**src/hw/hpm_pin_mux_map.svh**
```systemverilog
// Purpose: Constants for the host port mode and report interrupt pin logic
// Assumes: Included by its bare name from design files
// Notes:   Definitions only
`ifndef HPM_PIN_MUX_MAP_SVH
`define HPM_PIN_MUX_MAP_SVH

// Number of general purpose pins and the pins that can carry display sync
`define HPM_GPIO_COUNT      5
`define HPM_HSYNC_PIN       1
`define HPM_ESYNC_PIN       2
// Cycles after reset release before the strap is captured (synchroniser settling)
`define HPM_STRAP_SETTLE    2'h3
// Reset values
`define HPM_RST_PIN_OE      1'h0
`define HPM_RST_PIN_OUT     1'h0
`define HPM_RST_IRQ_OE      1'h0
// Open-drain pins only ever pull low
`define HPM_OD_LOW          1'h0

`endif

```
**src/hw/hpm_pkg.sv**
```systemverilog
// Purpose: Types for the host port mode and report interrupt pin logic
// Assumes: Nothing beyond SystemVerilog packages
// Notes:   Constants live in hpm_pin_mux_map.svh
`default_nettype none

package hpm_pkg;

  // Host interface mode chosen by the strap
  typedef enum logic {
    HPM_MODE_I2C = 1'h0,
    HPM_MODE_SPI = 1'h1
  } hpm_mode_t;

  // Strap capture sequencer, one-hot
  typedef enum logic [1:0] {
    HPM_ST_SETTLE = 2'h1,
    HPM_ST_RUN    = 2'h2
  } hpm_state_t;

  // Levels of the four shared host pins, travelling together
  typedef struct packed {
    logic strap;
    logic sda;
    logic scl;
    logic addr;
  } hpm_host_pins_t;

endpackage

`default_nettype wire

```
**src/hw/hpm_pin_mux.sv**
```systemverilog
// Purpose: Host pin muxing, strap mode capture, report interrupt and GPIO pins
// Assumes: Pin inputs are asynchronous; core and engine signals share sys_clk
// Notes:   Pins are split into input, output and output enable; address select is input only, the interrupt has only output and enable
`include "hpm_pin_mux_map.svh"
`default_nettype none

// Overview of operation
// RULE_01: Interrupt line is pulled low while any unread report is pending.
// RULE_02: Each host read consumes one report; line released when none remain.
// RULE_03: Host should sense the interrupt by level and service while low.
// RULE_04: Strap sampled at every reset; low picks I2C, high picks SPI.
// RULE_05: In SPI mode the strap pin becomes a driven MISO output.
// RULE_06: In SPI mode the shared data pin is the SCK input.
// RULE_07: In SPI mode the shared clock pin is the active-low select input.
// RULE_08: In SPI mode the address select pin is the MOSI input.
// RULE_09: In I2C mode the two shared pins are SDA and SCL.
// RULE_10: In I2C mode the address select level picks one of two addresses.
// RULE_11: Five general purpose pins, host configurable, each weakly pulled up.
// RULE_12: Configuration can make pin 1 horizontal sync and pin 2 external sync.
// RULE_13: Mode stays latched until the next reset, ignoring later strap changes.
module hpm_pin_mux
  import hpm_pkg::*;
#(
  parameter int CNT_W  = 8,
  parameter int GPIO_N = `HPM_GPIO_COUNT
) (
  input  wire logic              sys_clk,
  input  wire logic              resetn,
  input  wire logic              iface_select_strap_i,
  output var  logic              iface_select_strap_o,
  output var  logic              iface_select_strap_oe,
  input  wire logic              host_serial_data_pin_i,
  output var  logic              host_serial_data_pin_o,
  output var  logic              host_serial_data_pin_oe,
  input  wire logic              host_serial_clock_pin_i,
  output var  logic              host_serial_clock_pin_o,
  output var  logic              host_serial_clock_pin_oe,
  input  wire logic              slave_addr_select_i,
  output var  logic              report_pending_irq_n_o,
  output var  logic              report_pending_irq_n_oe,
  input  wire logic [GPIO_N-1:0] gpio_pin_i,
  output var  logic [GPIO_N-1:0] gpio_pin_o,
  output var  logic [GPIO_N-1:0] gpio_pin_oe,
  input  wire logic              report_post,
  input  wire logic              report_consume,
  output var  logic [CNT_W-1:0]  report_count,
  input  wire logic [GPIO_N-1:0] gpio_dir_cfg,
  input  wire logic [GPIO_N-1:0] gpio_out_cfg,
  input  wire logic              hsync_en_cfg,
  input  wire logic              ext_sync_en_cfg,
  output var  logic [GPIO_N-1:0] gpio_in_val,
  output var  logic              hsync_in,
  output var  logic              external_sync_in,
  output var  logic              mode_spi,
  output var  logic              mode_valid,
  output var  logic              i2c_sda_in,
  output var  logic              i2c_scl_in,
  output var  logic              i2c_addr_sel,
  input  wire logic              i2c_sda_drive_low,
  input  wire logic              i2c_scl_drive_low,
  output var  logic              spi_sck,
  output var  logic              spi_select_n,
  output var  logic              spi_mosi,
  input  wire logic              spi_miso
);

  // True when a general purpose pin is claimed as a sync input
  function automatic logic sync_claimed(input int idx, input logic h_en, input logic e_en);
    sync_claimed = (idx == `HPM_HSYNC_PIN && h_en) || (idx == `HPM_ESYNC_PIN && e_en);
  endfunction

  // Synchronisers for the shared host pins
  hpm_host_pins_t pins_s1_r;
  hpm_host_pins_t pins_s2_r;

  always_ff @(posedge sys_clk) begin
    if (!resetn) begin
      pins_s1_r <= '0;
      pins_s2_r <= '0;
    end else begin
      pins_s1_r <= {iface_select_strap_i, host_serial_data_pin_i,
                    host_serial_clock_pin_i, slave_addr_select_i};
      pins_s2_r <= pins_s1_r;
    end
  end

  // Strap capture: wait for the synchroniser to hold post-reset levels, then latch once
  hpm_state_t st_r;
  hpm_state_t st_nxt;
  logic [1:0] settle_r;
  logic [1:0] settle_nxt;
  hpm_mode_t  mode_r;
  hpm_mode_t  mode_nxt;
  logic       valid_r;
  logic       valid_nxt;

  always_comb begin
    st_nxt     = st_r;
    settle_nxt = settle_r;
    mode_nxt   = mode_r;
    valid_nxt  = valid_r;
    case (st_r)
      HPM_ST_SETTLE: begin
        settle_nxt = settle_r + 2'h1;
        if (settle_r == `HPM_STRAP_SETTLE) begin
          mode_nxt  = hpm_mode_t'(pins_s2_r.strap); // [RULE_04]
          valid_nxt = 1'h1;
          st_nxt    = HPM_ST_RUN;
        end
      end
      HPM_ST_RUN: begin
        st_nxt = HPM_ST_RUN; // Only reset leaves this state [RULE_13]
      end
      default: begin
        st_nxt = HPM_ST_SETTLE;
      end
    endcase
  end

  always_ff @(posedge sys_clk) begin
    if (!resetn) begin
      st_r     <= HPM_ST_SETTLE;
      settle_r <= 2'h0;
      mode_r   <= HPM_MODE_I2C;
      valid_r  <= 1'h0;
    end else begin
      st_r     <= st_nxt;
      settle_r <= settle_nxt;
      mode_r   <= mode_nxt;
      valid_r  <= valid_nxt;
    end
  end

  // Pending report count and open-drain interrupt
  logic [CNT_W-1:0] count_r;
  logic [CNT_W-1:0] count_nxt;
  logic             irq_oe_r;
  logic             irq_oe_nxt;

  always_comb begin
    count_nxt = count_r;
    // A post in the same cycle as a read leaves the count unchanged
    if (report_post && !report_consume && count_r != {CNT_W{1'b1}}) begin
      count_nxt = count_r + CNT_W'(1);
    end else if (report_consume && !report_post && count_r != '0) begin
      count_nxt = count_r - CNT_W'(1); // [RULE_02]
    end
    irq_oe_nxt = (count_nxt != '0); // [RULE_01] [RULE_02]
  end

  always_ff @(posedge sys_clk) begin
    if (!resetn) begin
      count_r  <= '0;
      irq_oe_r <= `HPM_RST_IRQ_OE;
    end else begin
      count_r  <= count_nxt;
      irq_oe_r <= irq_oe_nxt;
    end
  end

  assign report_count            = count_r;
  assign report_pending_irq_n_oe = irq_oe_r;

  always_ff @(posedge sys_clk) begin
    report_pending_irq_n_o <= `HPM_OD_LOW;
  end

  // Host pin roles; everything stays released until the mode is latched
  logic spi_on;
  logic i2c_on;
  logic strap_oe_nxt;
  logic strap_o_nxt;
  logic sda_oe_nxt;
  logic scl_oe_nxt;
  logic strap_oe_r;
  logic strap_o_r;
  logic sda_oe_r;
  logic scl_oe_r;
  logic sck_r;
  logic sel_n_r;
  logic mosi_r;
  logic sda_in_r;
  logic scl_in_r;
  logic addr_r;

  always_comb begin
    spi_on       = valid_r && (mode_r == HPM_MODE_SPI);
    i2c_on       = valid_r && (mode_r == HPM_MODE_I2C);
    strap_oe_nxt = spi_on; // [RULE_05]
    strap_o_nxt  = spi_on ? spi_miso : `HPM_RST_PIN_OUT; // [RULE_05]
    sda_oe_nxt   = i2c_on && i2c_sda_drive_low; // [RULE_09]
    scl_oe_nxt   = i2c_on && i2c_scl_drive_low; // [RULE_09]
  end

  always_ff @(posedge sys_clk) begin
    if (!resetn) begin
      strap_oe_r <= `HPM_RST_PIN_OE;
      strap_o_r  <= `HPM_RST_PIN_OUT;
      sda_oe_r   <= `HPM_RST_PIN_OE;
      scl_oe_r   <= `HPM_RST_PIN_OE;
      sck_r      <= 1'h0;
      sel_n_r    <= 1'h1;
      mosi_r     <= 1'h0;
      sda_in_r   <= 1'h1;
      scl_in_r   <= 1'h1;
      addr_r     <= 1'h0;
    end else begin
      strap_oe_r <= strap_oe_nxt;
      strap_o_r  <= strap_o_nxt;
      sda_oe_r   <= sda_oe_nxt;
      scl_oe_r   <= scl_oe_nxt;
      sck_r      <= spi_on ? pins_s2_r.sda : 1'h0; // [RULE_06]
      sel_n_r    <= spi_on ? pins_s2_r.scl : 1'h1; // [RULE_07]
      mosi_r     <= spi_on ? pins_s2_r.addr : 1'h0; // [RULE_08]
      sda_in_r   <= i2c_on ? pins_s2_r.sda : 1'h1; // [RULE_09]
      scl_in_r   <= i2c_on ? pins_s2_r.scl : 1'h1; // [RULE_09]
      addr_r     <= i2c_on ? pins_s2_r.addr : 1'h0; // [RULE_10]
    end
  end

  assign iface_select_strap_oe    = strap_oe_r;
  assign iface_select_strap_o     = strap_o_r;
  assign host_serial_data_pin_oe  = sda_oe_r;
  assign host_serial_clock_pin_oe = scl_oe_r;
  assign spi_sck                  = sck_r;
  assign spi_select_n             = sel_n_r;
  assign spi_mosi                 = mosi_r;
  assign i2c_sda_in               = sda_in_r;
  assign i2c_scl_in               = scl_in_r;
  assign i2c_addr_sel             = addr_r;
  assign mode_spi                 = (mode_r == HPM_MODE_SPI);
  assign mode_valid               = valid_r;

  always_ff @(posedge sys_clk) begin
    host_serial_data_pin_o  <= `HPM_OD_LOW;
    host_serial_clock_pin_o <= `HPM_OD_LOW;
  end

  // General purpose pins; a pin claimed for sync is forced to input
  logic [GPIO_N-1:0] gpio_s1_r;
  logic [GPIO_N-1:0] gpio_s2_r;

  for (genvar g = 0; g < GPIO_N; g++) begin : g_gpio
    logic oe_nxt;
    logic oe_r;
    logic o_r;
    logic in_r;
    always_comb begin
      // Direction from config unless the pin is claimed for sync [RULE_11] [RULE_12]
      oe_nxt = gpio_dir_cfg[g] && !sync_claimed(g, hsync_en_cfg, ext_sync_en_cfg);
    end
    always_ff @(posedge sys_clk) begin
      if (!resetn) begin
        gpio_s1_r[g] <= 1'h1;
        gpio_s2_r[g] <= 1'h1;
        oe_r         <= `HPM_RST_PIN_OE;
        o_r          <= `HPM_RST_PIN_OUT;
        in_r         <= 1'h1;
      end else begin
        gpio_s1_r[g] <= gpio_pin_i[g];
        gpio_s2_r[g] <= gpio_s1_r[g];
        oe_r         <= oe_nxt;
        o_r          <= gpio_out_cfg[g];
        in_r         <= gpio_s2_r[g];
      end
    end
    assign gpio_pin_oe[g] = oe_r;
    assign gpio_pin_o[g]  = o_r;
    assign gpio_in_val[g] = in_r;
  end

  logic hsync_r;
  logic esync_r;

  always_ff @(posedge sys_clk) begin
    if (!resetn) begin
      hsync_r <= 1'h0;
      esync_r <= 1'h0;
    end else begin
      hsync_r <= hsync_en_cfg && gpio_s2_r[`HPM_HSYNC_PIN]; // [RULE_12]
      esync_r <= ext_sync_en_cfg && gpio_s2_r[`HPM_ESYNC_PIN]; // [RULE_12]
    end
  end

  assign hsync_in         = hsync_r;
  assign external_sync_in = esync_r;
endmodule

`default_nettype wire

```
**config.mk**
```make
export PLATFORM = sky130hd
export DESIGN_NAME = hpm_pin_mux
export DESIGN_NICKNAME = d
export VERILOG_FILES = /design/src/hw/hpm_pkg.sv /design/src/hw/hpm_pin_mux.sv
export VERILOG_INCLUDE_DIRS = /design/src /design/src/hw
export SDC_FILE = /design/constraint.sdc
export NUM_CORES = 1
export LEC_CHECK = 0
export BUFFER_PORTS_ARGS = -buffer_cell sky130_fd_sc_hd__buf_2
export CORE_UTILIZATION = 57
export CTS_BUF_LIST = sky130_fd_sc_hd__clkbuf_8
export CTS_CLUSTER_DIAMETER = 100
export DETAILED_ROUTE_END_ITERATION = 10
export PLACE_DENSITY_LB_ADDON = 0.15
export SETUP_SLACK_MARGIN = 0.15
export SYNTH_ARGS = -nofsm -noshare
export SYNTH_HDL_FRONTEND = slang
export SYNTH_SLANG_ARGS = --single-unit
```
**constraint.sdc**
```tcl
create_clock -name sys_clk -period 5.2 [get_ports sys_clk]
set_input_delay 0.78 -clock sys_clk [delete_from_list [all_inputs] [get_ports sys_clk]]
set_output_delay 0.78 -clock sys_clk [all_outputs]
set_load 0.01 [all_outputs]
```
==> results of run 1 <==
[state kept, by name, indices dropped and copies added, names as in the netlist, 2 cells and up]
name / cells
g_gpio.oe_r: 5
pins_s2_r: 4
gpio_s1_r: 5
st_r: 2
pins_s1_r: 4
g_gpio.in_r: 5
report_count: 8
gpio_s2_r: 5
g_gpio.o_r: 5
settle_r: 2
[kinds of logic (layout without fill, tap and decap cells)]
| group | after synthesis | count (layout) | synth area share |
|---|---|---|---|
| other cells | 1 | 3 | 0.00161 |
| flops | 60 | 60 | 0.516 |
| simple gates | 97 | 97 | 0.249 |
| mux | 1 | 1 | 0.00430 |
| compound gates | 31 | 31 | 0.0978 |
| xor+xnor | 3 | 3 | 0.0113 |
| buf+inv | 34 | 87 | 0.0930 |
| fa+ha+maj | 5 | 5 | 0.0269 |
[metrics by stage]
stage	utilization	instances	instance area, µm²
global route	0.713	335	2710
detailed placement	0.665	319	2530
floorplan	-	234	2340
CTS	0.713	335	2710
global placement	0.665	319	2530
finish	0.713	335	2710
[area by class of cell]
cell class,count,area [µm²],share of cell area
sequential,60,1200,0.444
multi-input combinational,140,918,0.339
timing repair buffer,65,325,0.120
clock buffer,11,151,0.0559
tap,48,60.1,0.0222
clock inverter,5,28.8,0.0106
inverter,6,22.5,0.00832
[cell usage after synthesis (2+ instances only)]
cell,instances,area [µm²]
a211oi_1,3,22.5
a21oi_1,7,35.0
and2_1,22,138
and3_1,6,37.5
and3_2,2,15.0
buf_2,2,10.0
buf_4,21,158
clkbuf_1,4,15.0
dfxtp_1,60,1200
ha_1,5,62.6
inv_1,5,18.8
nand2_1,11,41.3
nand2b_1,17,106
nand3_1,5,25.0
nand3b_1,3,22.5
nand4_1,3,18.8
nor2_1,11,41.3
nor4_1,2,12.5
o211a_1,2,20.0
o211ai_1,2,15.0
o21a_1,3,22.5
o21ai_0,6,30.0
or3_1,4,25.0
xnor2_1,3,26.3
[power groups by stage]
stage                     combinational [W]  sequential (W)  clock (W)
after floorplan                    0.000182        0.000538          0
after CTS                          0.000222        0.000540   0.000375
after detailed placement           0.000220        0.000550          0
after global placement             0.000216        0.000550          0
final                              0.000222        0.000540   0.000362
after global routing               0.000258        0.000549   0.000395
[per-layer routing]
metal	global-route usage	up-vias
met1	0.258	760
met5	0	-
met3	0.100	10
met4	0.0815	0
met2	0.334	81
li1	-	863
[how the worst max path moves through the flow]
stage                         start                 endpoint  slack [ns]  depth (start not counted)
floorplan           report_count[0]  report_pending_irq_n_oe        3.21                          7
global placement     report_consume  report_pending_irq_n_oe        3.00                          6
detailed placement   report_consume  report_pending_irq_n_oe        2.93                          6
CTS                 report_count[0]  report_pending_irq_n_oe        3.05                          7
global route        report_count[0]  report_pending_irq_n_oe        2.92                          6
finish              report_count[0]  report_pending_irq_n_oe        3.02                          6
[critical path, cell delays in order (launching register included)]
cell and delay, ns:
dfxtp_1 0.48, ha_1 0.30, nand3b_1 0.15, a2111oi_0 0.51, o21ai_0 0.23, a211oi_1 0.24
a41oi_1 0.14
==> impl_metrics.py, run 1 <==
metrics = {
    "cts": {
        "cts_max_level": 3,
        "clock_latency_ns": 0.33,
        "postCtsSetupRepairBufs": 0,
        "clock-root-buffer": "clkbuf_8",
        "ctsHoldBuffers": 0,
        "clk_path_buf_depth": 2,
        "cts_resized": 0,
        "cts_tree": "done",
        "clkTransAtPathRegs_ns": 0.06,
        "numClockSinks": 60,
        "cts_buffers": 9,
    },
    "timing": {
        "slew_violations": 0,
        "post-route-period-util": 0.419,
        "tightest_slew_ns": 0.641,
        "finalSetupViolations": 0,
        "setup_ws_ns": 3.02,
        "clock_skew_ns": 0.00628,
        "period_needed_ns": 2.18,
        "max_freq_ghz": 0.459,
        "timing.hold.ws_ns": 0.410,
        "hold_violations": 0,
        "rsz0062_at_grt": "false",
        "tns_ns": 0,
        "slew_headroom": 0.573,
    },
    "place": {
        "io_buffers": 65,
        "dp_slack_ns": 2.93,
        "gp_congestion": 0.864,
        "hpwlAfterDp_mm": 2.70,
    },
    "routing": {
        "routed-wl-met3_um": 397,
        "highest_layer": "met4",
        "met1Wirelength_mm": 1.73,
        "viasPerCell": 5.12,
        "met2_length_mm": 1.79,
        "dr.pass1.iters": 4,
        "ant_nets": 0,
        "wl_per_cell_um": 11.9,
        "drc": 0,
        "drt-total-wl_mm": 3.99,
        "drtIter0Drc": 90,
        "vias": 1714,
    },
    "layout": {
        "final_cell_mix": "buf_2 (65), dfxtp_1 (60), and2_1 (22)",
        "fillers": 306,
        "layout_commonest_cell": "buf_2",
        "drive_above_1_share": 0.307,
        "finish.net_count": 315,
        "syn_to_final_growth_pct": 16.3,
        "diodes": 0,
    },
    "power": {
        "power.switching_w": 0.000324,
        "pwr-share-comb": 0.198,
        "power.total_w": 0.00112,
        "power_frac_clock": 0.322,
        "vdd_drop_max_v": 0.000285,
        "internal-power_w": 0.000801,
        "total_leakage_power_nw": 1.26,
        "power_density_mw_per_mm2": 415,
        "swShare": 0.288,
        "seqPwrFrac": 0.480,
    },
    "worst_setup_path": {
        "ff2ff_path_depth": 6,
        "crit_type": "flip-flop to flip-flop",
        "rr_endpoint": "report_pending_irq_n_oe",
        "rrSetupSlack_ns": 3.02,
        "r2r_start": "report_count[0]",
        "crit_fanout": 8,
        "critPathLaunchType": "flip-flop",
        "endpoint_kind": "flip-flop",
        "cp.arrival_ns": 2.38,
        "required_ns": 5.40,
    },
    "yosys": {
        "synth_ff_type": "dfxtp_1",
        "syn_inst": 232,
        "netlist_area_mm2": 0.00233,
        "synthArstFlopShare": 0,
        "avgSynthCellArea_um2": 10.0,
        "ys_types": 47,
        "yosys_warnings": 0,
        "synth-edff-count": 0,
        "seq_area_frac_synth": 0.516,
        "ys_ff_latch": 60,
    },
    "global_routing": {
        "grt.total_usage": 0.216,
        "overflow": 0,
        "grt_max_degree": 44,
        "grt_first_pass_wirelength_mm": 6.87,
        "antenna_found_initial": 0,
        "grt_pass1_vias": 1550,
    },
    "run": {
        "maxCapViolCount": 0,
    },
    "die": {
        "fp.dieArea_mm2": 0.00434,
        "num_rows": 22,
        "core_mm2": 0.00380,
        "die_y_um": 65.9,
        "die_w_um": 65.9,
        "start_util": 0.613,
        "ios": 69,
    },
    "hold_path": {
        "holdPathStages": 1,
        "hold_end": "gpio_s2_r[3]",
        "hp-class": "flip-flop to flip-flop",
        "hp-start": "gpio_s1_r[3]",
    },
    "outcome": {
        "status": "complete, no violations",
    },
}
(Power assumes the default switching activity.)
==> run 2, diff against run 1 <==
CORE_UTILIZATION = 53   (was 57)
clock period = 2.2 ns   (was 5.2 ns; I/O delays follow)
==> run 2 against run 1 <==
Clock skew shrank 0.0012 ns. Sequential power grew 140%. Non-clock buffer count grew 3. Total power grew 150%. Critical path depth grew 1. Flip-flop and latch count is the same. Worst hold slack lost 0.23 ns. Clock power grew to 2.7 times the previous value. Clock-buffer cell count is the same. First-iteration DRC count shrank 27%. Critical path type unchanged.
==> impl_metrics.py, run 2 (synthesis results as in run 1) <==
metrics = {
    "outcome": {
        "status": "complete, no violations",
    },
    "global_routing": {
        "grt_first_pass_wirelength_mm": 6.25,
        "grt.total_usage": 0.190,
        "overflow": 0,
        "grt_max_degree": 24,
        "grt_pass1_vias": 1394,
        "antenna_found_initial": 0,
    },
    "worst_setup_path": {
        "endpoint_kind": "flip-flop",
        "crit_chain": "inv_1 > ha_1 > nor3b_2 > a2111o_1 > and3_2 > a211oi_2 > a41oi_1",
        "cp.arrival_ns": 2.12,
        "worstSetupStartpoint": "report_count[0]",
        "crit_fanout": 8,
        "r2r_start": "report_count[0]",
        "required_ns": 2.39,
        "critical-path-slowest-cell": "a2111o_1",
        "cpPeakStageDelay_ns": 0.43,
        "crit_type": "flip-flop to flip-flop",
        "critPathLaunchType": "flip-flop",
    },
    "layout": {
        "drive_above_1_share": 0.338,
        "final_cell_mix": "buf_2 (65), dfxtp_1 (56), and2_1 (22)",
        "fin_cells": 340,
        "finish.net_count": 318,
        "largest_register_ffs": 8,
        "final_cell_area_mm2": 0.00278,
        "syn_to_final_growth_pct": 19.3,
        "layout_commonest_cell": "buf_2",
        "diodes": 0,
    },
    "cts": {
        "numClockSinks": 60,
        "clock-root-buffer": "clkbuf_8",
        "cts_buffers": 9,
        "cts_max_level": 3,
        "clk_path_buf_depth": 2,
        "clkTransAtPathRegs_ns": 0.06,
        "clock_latency_ns": 0.32,
        "ctsHoldBuffers": 0,
        "cts_tree": "done",
    },
    "die": {
        "fp.dieArea_mm2": 0.00466,
        "core_mm2": 0.00412,
        "ios": 69,
        "die_w_um": 68.3,
        "num_rows": 23,
        "start_util": 0.566,
        "die_y_um": 68.3,
    },
    "place": {
        "hpwlAfterDp_mm": 2.79,
        "io_buffers": 65,
        "gp_congestion": 0.928,
        "dp.cells": 323,
        "post_dp_cell_area_mm2": 0.00254,
    },
    "timing": {
        "clock_skew_ns": 0.00505,
        "finalSetupViolations": 0,
        "slew_violations": 0,
        "rsz0062_at_grt": "false",
        "tightest_slew_ns": 0.588,
        "slew_headroom": 0.602,
        "hold_violations": 0,
        "max_freq_ghz": 0.517,
        "timing.hold.ws_ns": 0.178,
        "period_needed_ns": 1.93,
        "tns_ns": 0,
        "post-route-period-util": 0.879,
    },
    "routing": {
        "drc": 0,
        "drt-total-wl_mm": 4.09,
        "dr.pass1.iters": 4,
        "wl_per_cell_um": 12.0,
        "ant_nets": 0,
        "drtIter0Drc": 66,
        "viasPerCell": 4.95,
        "vias": 1683,
    },
    "power": {
        "power.switching_w": 0.000767,
        "internal-power_w": 0.00203,
        "total_leakage_power_nw": 1.28,
        "seqPwrFrac": 0.459,
        "swShare": 0.274,
        "power_frac_clock": 0.346,
        "pwr-share-comb": 0.195,
        "power_density_mw_per_mm2": 1010,
        "vdd_drop_max_v": 0.000436,
    },
    "hold_path": {
        "hp-class": "input port to flip-flop",
        "hp-start": "hsync_en_cfg",
    },
    "run": {
        "maxCapViolCount": 0,
    },
}
run 2: changes by cell type in the layout (fill, tap and decap cells not counted), sizes merged:
cell	change
buf	+3
inv	-1
bufinv	+1
run 2: through the flow:
step	power (W)	setup slack [ns]	util
after CTS	0.00280	0.190	0.668
final	0.00280	0.266	0.675
after global placement	0.00180	0.160	0.618
after floorplan	0.00170	0.207	-
after detailed placement	0.00182	0.121	0.618
after global routing	0.00296	0.157	0.675
run 2: routing by layer:
metal  wire length, µm  share of wire  GRT usage
met1              1890           0.46      0.225
met2              1900           0.47      0.295
met3               230          0.056     0.0667
met4                64          0.016      0.107
met5                 0              0          0
run 2: final timing paths:
path,slack [ns],cells past startpoint,end
setup / recovery,0.27,7,report_pending_irq_n_oe
hold / removal,0.18,2,g_gpio[1].oe_r
setup reg to reg,0.27,7,report_pending_irq_n_oe
hold reg to reg,0.41,1,gpio_s2_r[1]
run 2: critical path: cells and delay by family (launching register included):
family / cells / cell delay (ns)
fa+ha+maj: 1 / 0.21
simple gates: 2 / 0.40
buf+inv: 1 / 0.08
compound gates: 3 / 0.72
flops: 1 / 0.39
run 2: power by group through the flow:
stage / clock network [W] / registers, W / logic, W
after global placement: 0 / 0.00130 / 0.000508
final: 0.000967 / 0.00128 / 0.000547
after floorplan: 0 / 0.00127 / 0.000431
after detailed placement: 0 / 0.00130 / 0.000523
after global routing: 0.00106 / 0.00130 / 0.000604
after CTS: 0.000995 / 0.00128 / 0.000526
run 2: layout make-up:
| class | count | area [µm²] |
|---|---|---|
| Fill cell | 352 | 1340 |
| Sequential cell | 60 | 1210 |
| Multi-Input combinational cell | 140 | 932 |
| Timing Repair Buffer | 68 | 348 |
| Clock buffer | 11 | 151 |
| Tap cell | 50 | 62.6 |
| Clock inverter | 5 | 51.3 |
| Inverter | 6 | 22.5 |
run 2: what timing repair did:
item / 4_1_cts / 5_1_grt
buffers inserted: 0 / 1
hold endpoints to repair: 0 / 0
gates resized for setup: 1 / 9
pin swaps: 0 / 2
endpoints found under the setup margin: 1 / 1
